### src/lfl_defines.vh
// Constants for the LED fault latch and shutdown controller
`ifndef LFL_DEFINES_VH
`define LFL_DEFINES_VH

// ------------------------------------------------------------
// Clock and timebase
// ------------------------------------------------------------
// Clocks per 1 us tick at a 4 ns period
`define LFL_TICK_CYCLES 16'h00fa
// Filter length in 1 us ticks, 16 ms
`define LFL_FILTER_TICKS 16'h3e80
// Clocks per switching cycle
`define LFL_SW_DIV 16'h007d
// Soft-start length in switching cycles
`define LFL_SOFT_TICKS 8'h40
// Foreign pull length before disable
`define LFL_EXT_FAULT_CYCLES 4'h8

// ------------------------------------------------------------
// Register offsets and fields
// ------------------------------------------------------------
`define LFL_ADDR_STATUS 4'h0
`define LFL_ADDR_MASK 4'h4
`define LFL_ADDR_STATE 4'h8
`define LFL_ST_SHORT 0
`define LFL_ST_EXTF 1
`define LFL_ST_CLEAR 2
`define LFL_ST_SLEEP 3
`define LFL_STATUS_RST 4'h0
`define LFL_MASK_RST 4'h0

`endif

### src/lfl_tick_div.v
// Enable pulse divider for the controller timebases
`timescale 1ns/1ps
module lfl_tick_div #(
   parameter [15:0] DIV = 16'h0002
) (
   clk,
   reset_n,
   run,
   tick
);
   input wire clk;
   input wire reset_n;
   input wire run;
   output reg tick;

   reg [15:0] cnt_ff; // Cycle counter

   // ------------------------------------------------------------
   // Counter and one-cycle pulse
   // ------------------------------------------------------------
   always @(posedge clk) begin
      if (!reset_n || !run) begin
         cnt_ff <= 16'h0000;
         tick <= 1'b0;
      end else if (cnt_ff == DIV - 16'h0001) begin
         cnt_ff <= 16'h0000;
         tick <= 1'b1;
      end else begin
         cnt_ff <= cnt_ff + 16'h0001;
         tick <= 1'b0;
      end
   end
endmodule

### src/lfl_ctrl.v
// Fault latch, shutdown and partial-short supervision of a four-string LED driver
//
// Function
// - Sinks on only while enable and dimming high
// - Enable low past filter time enters sleep
// - First enable rise after sleep clears faults
// - Soft start after wake on next dimming high
// - Dimming low past filter stays awake; clears the fault latch in standard only
// - Bias and clock stay on; soft start follows
// - Open-drain fault pin pulls low on fault
// - All-out: external fault over 8 cycles disables
// - String above short threshold leaves regulation
// - Standard: shorted strings off, fault latched low
// - All-out: short turns all off, latched
// - Short detect armed only with regulating string
`timescale 1ns/1ps
`include "lfl_defines.vh"
module lfl_ctrl #(
   parameter ALL_OUT = 0,
   parameter [15:0] FILTER_TICKS = `LFL_FILTER_TICKS
) (
   clk,
   reset_n,
   en_in,
   dim_in,
   string_cfg,
   string_above_short,
   string_in_reg,
   fault_in,
   fault_out,
   fault_oe,
   string_sink_en,
   boost_en,
   bias_en,
   soft_start,
   sync_clock_output,
   reg_addr,
   reg_wdata,
   reg_wr,
   reg_rd,
   reg_rdata,
   irq
);
   input wire clk;
   input wire reset_n;
   input wire en_in; // Enable pin level
   input wire dim_in; // Dimming pin level
   input wire [3:0] string_cfg; // Strings in use
   input wire [3:0] string_above_short; // Pin above string_short_threshold
   input wire [3:0] string_in_reg; // Pin at regulation voltage
   input wire fault_in; // Level seen on the shared fault line
   output reg fault_out;
   output reg fault_oe;
   output reg [3:0] string_sink_en;
   output reg boost_en;
   output reg bias_en;
   output reg soft_start;
   output reg sync_clock_output;
   input wire [3:0] reg_addr;
   input wire [7:0] reg_wdata;
   input wire reg_wr;
   input wire reg_rd;
   output reg [7:0] reg_rdata;
   output reg irq;

   // ------------------------------------------------------------
   // States, one-hot
   // ------------------------------------------------------------
   localparam [3:0] ST_SLEEP = 4'h1; // Bias off, clock stopped
   localparam [3:0] ST_IDLE = 4'h2; // Awake, waiting for dimming high
   localparam [3:0] ST_SOFT = 4'h4; // Soft-start ramp
   localparam [3:0] ST_RUN = 4'h8; // Normal regulation

   localparam [15:0] TICK_DIV = `LFL_TICK_CYCLES;
   localparam [15:0] SW_DIV = `LFL_SW_DIV;
   localparam [7:0] SOFT_TICKS = `LFL_SOFT_TICKS;
   localparam [3:0] EXT_LIMIT = `LFL_EXT_FAULT_CYCLES;

   // ------------------------------------------------------------
   // Declarations
   // ------------------------------------------------------------
   reg [3:0] state_ff; // Supervisor state
   reg [3:0] nxt_state;
   reg en_d_ff; // Enable of the previous cycle
   reg [15:0] en_low_ff; // Enable-low filter count in ticks
   reg [15:0] dim_low_ff; // Dimming-low filter count in ticks
   reg [7:0] soft_cnt_ff; // Soft-start progress in switching ticks
   reg [3:0] removed_ff; // Strings taken out of regulation
   reg fault_latch_ff; // Latched fault indication
   reg all_off_ff; // All strings latched off
   reg [3:0] ext_cnt_ff; // Switching cycles with the line held low
   reg ext_off_ff; // Disabled by another party's fault
   reg [3:0] status_ff; // Sticky event bits
   reg [3:0] mask_ff; // Interrupt mask
   reg sleep_clr; // Clear issued by wake from sleep
   reg dim_clr; // Clear issued by the dimming-low filter
   reg sleep_enter; // Enable-low filter expired
   reg [3:0] new_short; // Strings newly found shorted
   reg [3:0] ev; // Events of this cycle
   wire us_tick; // Free-running microsecond enable
   wire sw_tick; // Switching-rate enable
   wire awake; // Not in sleep
   wire lit; // Enable and dimming both high
   wire armed; // At least one string regulating

   assign awake = (state_ff != ST_SLEEP);
   assign lit = en_in && dim_in;
   assign armed = |(string_in_reg & string_cfg & ~removed_ff);

   // ------------------------------------------------------------
   // Timebases
   // ------------------------------------------------------------
   // Free-running timebase for the filters
   lfl_tick_div #(
      .DIV(TICK_DIV)
   ) u_us_div (
      .clk(clk),
      .reset_n(reset_n),
      .run(1'b1),
      .tick(us_tick)
   );

   // Switching timebase, stopped during sleep
   lfl_tick_div #(
      .DIV(SW_DIV)
   ) u_sw_div (
      .clk(clk),
      .reset_n(reset_n),
      .run(awake),
      .tick(sw_tick)
   );

   // Saturating filter count step
   function [15:0] filt_step;
      input [15:0] cnt;
      input hold;
      input step;
      begin
         if (!hold) begin
            filt_step = 16'h0000;
         end else if (step && (cnt != 16'hffff)) begin
            filt_step = cnt + 16'h0001;
         end else begin
            filt_step = cnt;
         end
      end
   endfunction

   // ------------------------------------------------------------
   // Shutdown and clear filters
   // ------------------------------------------------------------
   // Enable-low and dimming-low time counts
   always @(posedge clk) begin
      if (!reset_n) begin
         en_low_ff <= 16'h0000;
         dim_low_ff <= 16'h0000;
         en_d_ff <= 1'b0;
      end else begin
         en_low_ff <= filt_step(en_low_ff, !en_in && awake, us_tick);
         dim_low_ff <= filt_step(dim_low_ff, en_in && !dim_in && awake, us_tick);
         en_d_ff <= en_in;
      end
   end

   // Filter expiry and wake decode
   always @* begin
      sleep_enter = awake && !en_in && (en_low_ff == FILTER_TICKS) && us_tick;
      dim_clr = en_in && !dim_in && (dim_low_ff == FILTER_TICKS) && us_tick;
      sleep_clr = (state_ff == ST_SLEEP) && en_in && !en_d_ff;
   end

   // ------------------------------------------------------------
   // Supervisor state machine
   // ------------------------------------------------------------
   // Next state
   always @* begin
      nxt_state = state_ff;
      case (state_ff)
         ST_SLEEP: begin
            // Wake on enable rise
            if (sleep_clr) begin
               nxt_state = ST_IDLE;
            end
         end
         ST_IDLE: begin
            // Ramp on the next dimming high
            if (sleep_enter) begin
               nxt_state = ST_SLEEP;
            end else if (lit) begin
               nxt_state = ST_SOFT;
            end
         end
         ST_SOFT: begin
            // Ramp to regulation
            if (sleep_enter) begin
               nxt_state = ST_SLEEP;
            end else if (dim_clr) begin
               nxt_state = ST_IDLE;
            end else if (soft_cnt_ff == SOFT_TICKS) begin
               nxt_state = ST_RUN;
            end
         end
         ST_RUN: begin
            // Regulate; a clear forces a fresh ramp later
            if (sleep_enter) begin
               nxt_state = ST_SLEEP;
            end else if (dim_clr) begin
               nxt_state = ST_IDLE;
            end
         end
         default: begin
            nxt_state = ST_SLEEP;
         end
      endcase
   end

   // State register and soft-start counter
   always @(posedge clk) begin
      if (!reset_n) begin
         state_ff <= ST_SLEEP;
         soft_cnt_ff <= 8'h00;
      end else begin
         state_ff <= nxt_state;
         if (state_ff != ST_SOFT) begin
            soft_cnt_ff <= 8'h00;
         end else if (sw_tick && lit && (soft_cnt_ff != SOFT_TICKS)) begin
            soft_cnt_ff <= soft_cnt_ff + 8'h01;
         end
      end
   end

   // ------------------------------------------------------------
   // Partial-short detection and fault records
   // ------------------------------------------------------------
   // Strings newly above the short threshold
   always @* begin
      new_short = 4'h0;
      if (((state_ff == ST_SOFT) || (state_ff == ST_RUN)) && lit && armed) begin
         new_short = string_above_short & string_cfg & ~removed_ff;
      end
   end

   // Fault records; detection wins over a clear in the same cycle
   always @(posedge clk) begin
      if (!reset_n) begin
         removed_ff <= 4'h0;
         fault_latch_ff <= 1'b0;
         all_off_ff <= 1'b0;
      end else begin
         if (sleep_clr || dim_clr) begin
            removed_ff <= new_short;
         end else begin
            removed_ff <= removed_ff | new_short;
         end
         if (|new_short) begin
            fault_latch_ff <= 1'b1;
         end else if (sleep_clr || (dim_clr && (ALL_OUT == 0))) begin
            fault_latch_ff <= 1'b0;
         end
         if ((ALL_OUT != 0) && (|new_short)) begin
            all_off_ff <= 1'b1;
         end else if (sleep_clr) begin
            all_off_ff <= 1'b0;
         end
      end
   end

   // ------------------------------------------------------------
   // External fault monitor, all-out variant only
   // ------------------------------------------------------------
   // Count switching cycles with the line held low by another party
   always @(posedge clk) begin
      if (!reset_n) begin
         ext_cnt_ff <= 4'h0;
         ext_off_ff <= 1'b0;
      end else if ((ALL_OUT == 0) || fault_in || fault_oe || !awake) begin
         ext_cnt_ff <= 4'h0;
         ext_off_ff <= 1'b0;
      end else if (sw_tick) begin
         if (ext_cnt_ff != EXT_LIMIT) begin
            ext_cnt_ff <= ext_cnt_ff + 4'h1;
         end else begin
            ext_off_ff <= 1'b1;
         end
      end
   end

   // ------------------------------------------------------------
   // Pin drivers
   // ------------------------------------------------------------
   // Sinks, boost, bias, soft-start flag and fault pin
   always @(posedge clk) begin
      if (!reset_n) begin
         string_sink_en <= 4'h0;
         boost_en <= 1'b0;
         bias_en <= 1'b0;
         soft_start <= 1'b0;
         fault_out <= 1'b0;
         fault_oe <= 1'b0;
      end else begin
         if (((nxt_state == ST_SOFT) || (nxt_state == ST_RUN)) && lit
             && !all_off_ff && !ext_off_ff && !(|new_short && (ALL_OUT != 0))) begin
            string_sink_en <= string_cfg & ~(removed_ff | new_short);
            boost_en <= 1'b1;
         end else begin
            string_sink_en <= 4'h0;
            boost_en <= 1'b0;
         end
         bias_en <= (nxt_state != ST_SLEEP);
         soft_start <= (nxt_state == ST_SOFT);
         fault_out <= 1'b0;
         fault_oe <= fault_latch_ff || all_off_ff || (|new_short);
      end
   end

   // Sync clock output, toggled at the switching rate while awake
   always @(posedge clk) begin
      if (!reset_n) begin
         sync_clock_output <= 1'b0;
      end else if (!awake) begin
         sync_clock_output <= 1'b0;
      end else if (sw_tick) begin
         sync_clock_output <= !sync_clock_output;
      end
   end

   // ------------------------------------------------------------
   // Event status, mask and interrupt
   // ------------------------------------------------------------
   // Events of this cycle
   always @* begin
      ev = 4'h0;
      ev[`LFL_ST_SHORT] = |new_short;
      ev[`LFL_ST_EXTF] = (ext_cnt_ff == EXT_LIMIT) && sw_tick && !ext_off_ff && !fault_in
                         && !fault_oe && (ALL_OUT != 0) && awake;
      ev[`LFL_ST_CLEAR] = sleep_clr || dim_clr;
      ev[`LFL_ST_SLEEP] = sleep_enter;
   end

   // Status cleared by its read, events win; mask written by software
   always @(posedge clk) begin
      if (!reset_n) begin
         status_ff <= `LFL_STATUS_RST;
         mask_ff <= `LFL_MASK_RST;
      end else begin
         if (reg_rd && (reg_addr == `LFL_ADDR_STATUS)) begin
            status_ff <= ev;
         end else begin
            status_ff <= status_ff | ev;
         end
         if (reg_wr && (reg_addr == `LFL_ADDR_MASK)) begin
            mask_ff <= reg_wdata[3:0];
         end
      end
   end

   // Level interrupt from unmasked sticky bits
   always @(posedge clk) begin
      if (!reset_n) begin
         irq <= 1'b0;
      end else if (reg_rd && (reg_addr == `LFL_ADDR_STATUS)) begin
         irq <= |(ev & mask_ff);
      end else begin
         irq <= |((status_ff | ev) & mask_ff);
      end
   end

   // ------------------------------------------------------------
   // Register read port
   // ------------------------------------------------------------
   // Read data in the cycle after the strobe, zero otherwise
   always @(posedge clk) begin
      if (!reset_n) begin
         reg_rdata <= 8'h00;
      end else if (!reg_rd) begin
         reg_rdata <= 8'h00;
      end else if (reg_addr == `LFL_ADDR_STATUS) begin
         reg_rdata <= {4'h0, status_ff};
      end else if (reg_addr == `LFL_ADDR_MASK) begin
         reg_rdata <= {4'h0, mask_ff};
      end else if (reg_addr == `LFL_ADDR_STATE) begin
         reg_rdata <= {removed_ff, state_ff};
      end else begin
         reg_rdata <= 8'h00;
      end
   end
endmodule

### config.mk
export PLATFORM = sky130hd
export DESIGN_NAME = lfl_ctrl
export DESIGN_NICKNAME = d
export VERILOG_FILES = /design/src/lfl_tick_div.v /design/src/lfl_ctrl.v
export VERILOG_INCLUDE_DIRS = /design/src
export SDC_FILE = /design/constraint.sdc
export NUM_CORES = 1
export LEC_CHECK = 0
export BUFFER_PORTS_ARGS = -buffer_cell sky130_fd_sc_hd__buf_2
export CORE_MARGIN = 2
export CORE_UTILIZATION = 28
export CTS_CLUSTER_SIZE = 16
export DETAILED_ROUTE_END_ITERATION = 7
export HOLD_SLACK_MARGIN = 0.08
export PLACE_DENSITY = 0.42
export SYNTH_ARGS = -nofsm -noshare
export SYNTH_HDL_FRONTEND = slang
export SYNTH_HIERARCHICAL = 1
export SYNTH_SLANG_ARGS = --single-unit
export TNS_END_PERCENT = 20
### constraint.sdc
create_clock -name clk -period 1.95 [get_ports clk]
set_input_delay 0.585 -clock clk [delete_from_list [all_inputs] [get_ports clk]]
set_output_delay 0.585 -clock clk [all_outputs]
set_load 0.02 [all_outputs]
==> impl_metrics.py <==
metrics = {
    "sta": {
        "min_period_over_period_pct": 105.4,
        "hold_viol_final": 0,
        "slew-limit-headroom_pct": 60.07,
        "tns_ps": -357.1,
        "finClkSkew_ps": 10.73,
        "worst_slack_ps": -105.7,
        "min_period_ps": 2056,
        "rsz0062_at_grt": "yes",
        "clock.fmax_mhz": 486.5,
        "drv_slew": 0,
        "hold_ws_ps": 467.8,
        "worst_slew_pin_slew_ps": 598.9,
        "setup_viol": 4,
    },
    "final_layout": {
        "antennaDiodeCount": 0,
        "fin_util_pct": 35.21,
        "layout_common_cells": "dfxtp_1, nor2_1, buf_4",
        "fin_cells": 906,
        "final_common_cell": "dfxtp_1",
        "drive_gt1_share_pct": 21.42,
        "final_net_count": 713,
        "area_growth_pct": 24.62,
    },
    "grt": {
        "grt_pass1_wl_um": 19700,
        "track_usage_pct": 12.47,
        "gr-total-overflow": 0,
        "grt_max_degree": 18,
        "grt_pass1_vias": 4137,
        "antenna_found_initial": 0,
    },
    "clocking": {
        "clk_path_buf_depth": 2,
        "clkTransAtPathRegs_ps": 70,
        "clock_sinks": 109,
        "root_buffer": "clkbuf_16",
        "tritoncts": "yes",
        "cts_buffers": 9,
        "worstSkewPairLatency_ps": 350,
        "htreeDepth": 3,
    },
    "drt": {
        "vias": 4179,
        "wl_per_cell_um": 12.74,
        "dr.pass1.iters": 4,
        "ant_nets": 0,
        "avgViaCountPerCell": 4.613,
        "drc": 0,
        "drtIter0Drc": 129,
        "postRouteWirelength_um": 11540,
    },
    "worst_setup_path": {
        "crit_slowest_cell": "or4_4",
        "crit_start": "state_ff[1]",
        "path_max_fanout": 3,
        "reg2reg_from": "state_ff[1]",
        "worstPathCellList": "inv_2 > or4_4 > a221o_2 > a211o_4 > a2111oi_4",
        "worstSetupPathType": "flip-flop to flip-flop",
        "rrSetupSlack_ps": -110,
        "cp.required_ps": 2200,
        "cp_data_arrival_time_ps": 2310,
        "crit_path_end_kind": "flip-flop",
        "crit_path_max_incr_delay_ps": 510,
        "worstRegToRegCells": 5,
        "r2r_end": "string_sink_en[2]",
        "setup.worst_path.end": "string_sink_en[2]",
        "crit_path_start_kind": "flip-flop",
    },
    "synthesis": {
        "synth_area_per_cell_um2": 8.813,
        "synth_flop_cell": "dfxtp_1",
        "ys_types": 65,
        "ys_ff_latch": 109,
        "postSynthCellCount": 572,
        "synth_edf_count": 0,
        "yosysWarnings": 6,
        "async_flop_share_pct": 0,
        "syn_area_um2": 5041,
        "synth_seq_area_share_pct": 43.29,
    },
    "power_and_ir_drop": {
        "p_leak_nw": 2.237,
        "vdd_ir_drop_max_v": 0.0004259,
        "cellPowerDensity_nw_per_um2": 702.6,
        "power_mw": 4.414,
    },
    "floorplan": {
        "die_area_um2": 19090,
        "io_pins": 50,
        "die_h_um": 138.2,
        "die_x_um": 138.2,
        "rows": 49,
        "design.core.area_um2": 17840,
        "start_util_pct": 28.26,
    },
    "place": {
        "routabilityCongestion": 0.7878,
        "detailed_place_hpwl_um": 8563,
        "dp_cells": 887,
        "portBuffers": 43,
    },
    "outcome": {
        "violations": "negative setup slack",
        "status": "finished, violations left",
    },
    "hold_path": {
        "holdCritPathClass": "flip-flop to flip-flop",
    },
    "flow_run": {
        "maxCapViolCount": 0,
    },
}
synthesized netlist by cell type, types with 2 or more instances:
master	number	area, um^2
nor4_1	12	75.07
nand3_1	21	105.1
ha_1	10	125.1
nor2b_1	5	31.28
dfxtp_1	109	2182
buf_8	2	30.03
o211ai_1	2	15.01
nor2_1	97	364.1
a2111oi_2	4	60.06
nand3b_1	10	75.07
or4bb_1	2	22.52
nor3_1	22	110.1
o21ai_0	7	35.03
o22ai_1	3	18.77
nand2_1	40	150.1
or4_4	2	22.52
and4_1	4	35.03
conb_1	2	7.510
nor3b_1	2	15.01
or3_1	6	37.54
or4_1	4	30.03
nor2_2	4	25.02
and3_1	6	37.54
a21oi_1	18	90.09
mux2i_1	7	70.07
xor2_1	16	140.1
nand4b_1	6	52.55
nand3_4	2	35.03
inv_1	31	116.4
and2_1	9	56.30
xnor2_1	43	376.6
nand4_1	21	131.4
a211oi_1	4	30.03
clkbuf_1	8	30.03
worst min path at each step:
stage                                     start  slack (ps)                 to  cells after the start
after floorplan                      mask_ff[1]         430       reg_rdata[1]                      2
after global placement               mask_ff[1]         450       reg_rdata[1]                      2
after detailed placement             mask_ff[1]         460       reg_rdata[1]                      2
after CTS                          reg_wdata[1]         450         mask_ff[1]                      3
after global routing      string_above_short[3]         450  string_sink_en[3]                      2
final                                mask_ff[1]         470       reg_rdata[1]                      2
report_power, final:
group	internal, mW	total [mW]	switching, mW
combinational	0.116	0.275	0.158
clock	1.02	1.88	0.863
sequential	2.24	2.26	0.0154
metal layers:
metal,GRT usage (%),vias up,part of all wire (%)
met3,3.914,9,4.0
met5,0,-,0
met1,15.88,1929,49
met4,3.598,0,1.3
met2,20.38,61,46
li1,-,2180,-
logic make-up after synthesis:
family	count (synthesis)	synth area share, %
and+or+nand+nor	286	30.50
DFF	109	43.29
xor gates and xnor gates	59	10.25
AOI/OAI and AO/OA	54	7.893
buffers and inverters	45	4.046
adders and majority gates	10	2.482
muxes	7	1.390
other	2	0.1490
final cells by class:
| type | count | area [um^2] |
|---|---|---|
| inverter | 32 | 120.1 |
| multi-input combinational | 419 | 2724 |
| clock buffer | 13 | 280.3 |
| clock inverter | 3 | 25.02 |
| fill | 1845 | 11560 |
| sequential | 109 | 2183 |
| tap | 229 | 286.5 |
| timing repair buffer | 101 | 663.1 |
metrics by stage:
step	setup slack [ps]	instance area (um^2)
floorplan	-115.2	5051
global placement	-117.1	5882
detailed placement	-145.3	5882
CTS	-100.1	6252
global route	-160.3	6282
finish	-105.7	6282
state kept, by name (all words and copies together), names as in the netlist, 3 cells and up:
name	cells
soft_cnt_ff	8
removed_ff	4
reg_rdata	8
state_ff	4
status_ff	3
en_low_ff	16
u_us_div/cnt_ff	16
u_sw_div/cnt_ff	16
dim_low_ff	16
string_sink_en	4
mask_ff	4
worst max-delay path: cells and delay by family (launching register included):
| kind | cells | cell delay [ps] |
|---|---|---|
| buffers and inverters | 1 | 40 |
| AND/OR/NAND/NOR | 1 | 510 |
| flip-flops | 1 | 360 |
| AO/OA/AOI/OAI | 3 | 1060 |
timing repair:
action,in CTS,in global routing
buffers inserted,2,1
endpoints found under the setup margin,4,17
pin swaps,7,4
hold buffers,0,0
resized for setup,4,3
No activity file was read; power rests on OpenSTA's default activity.
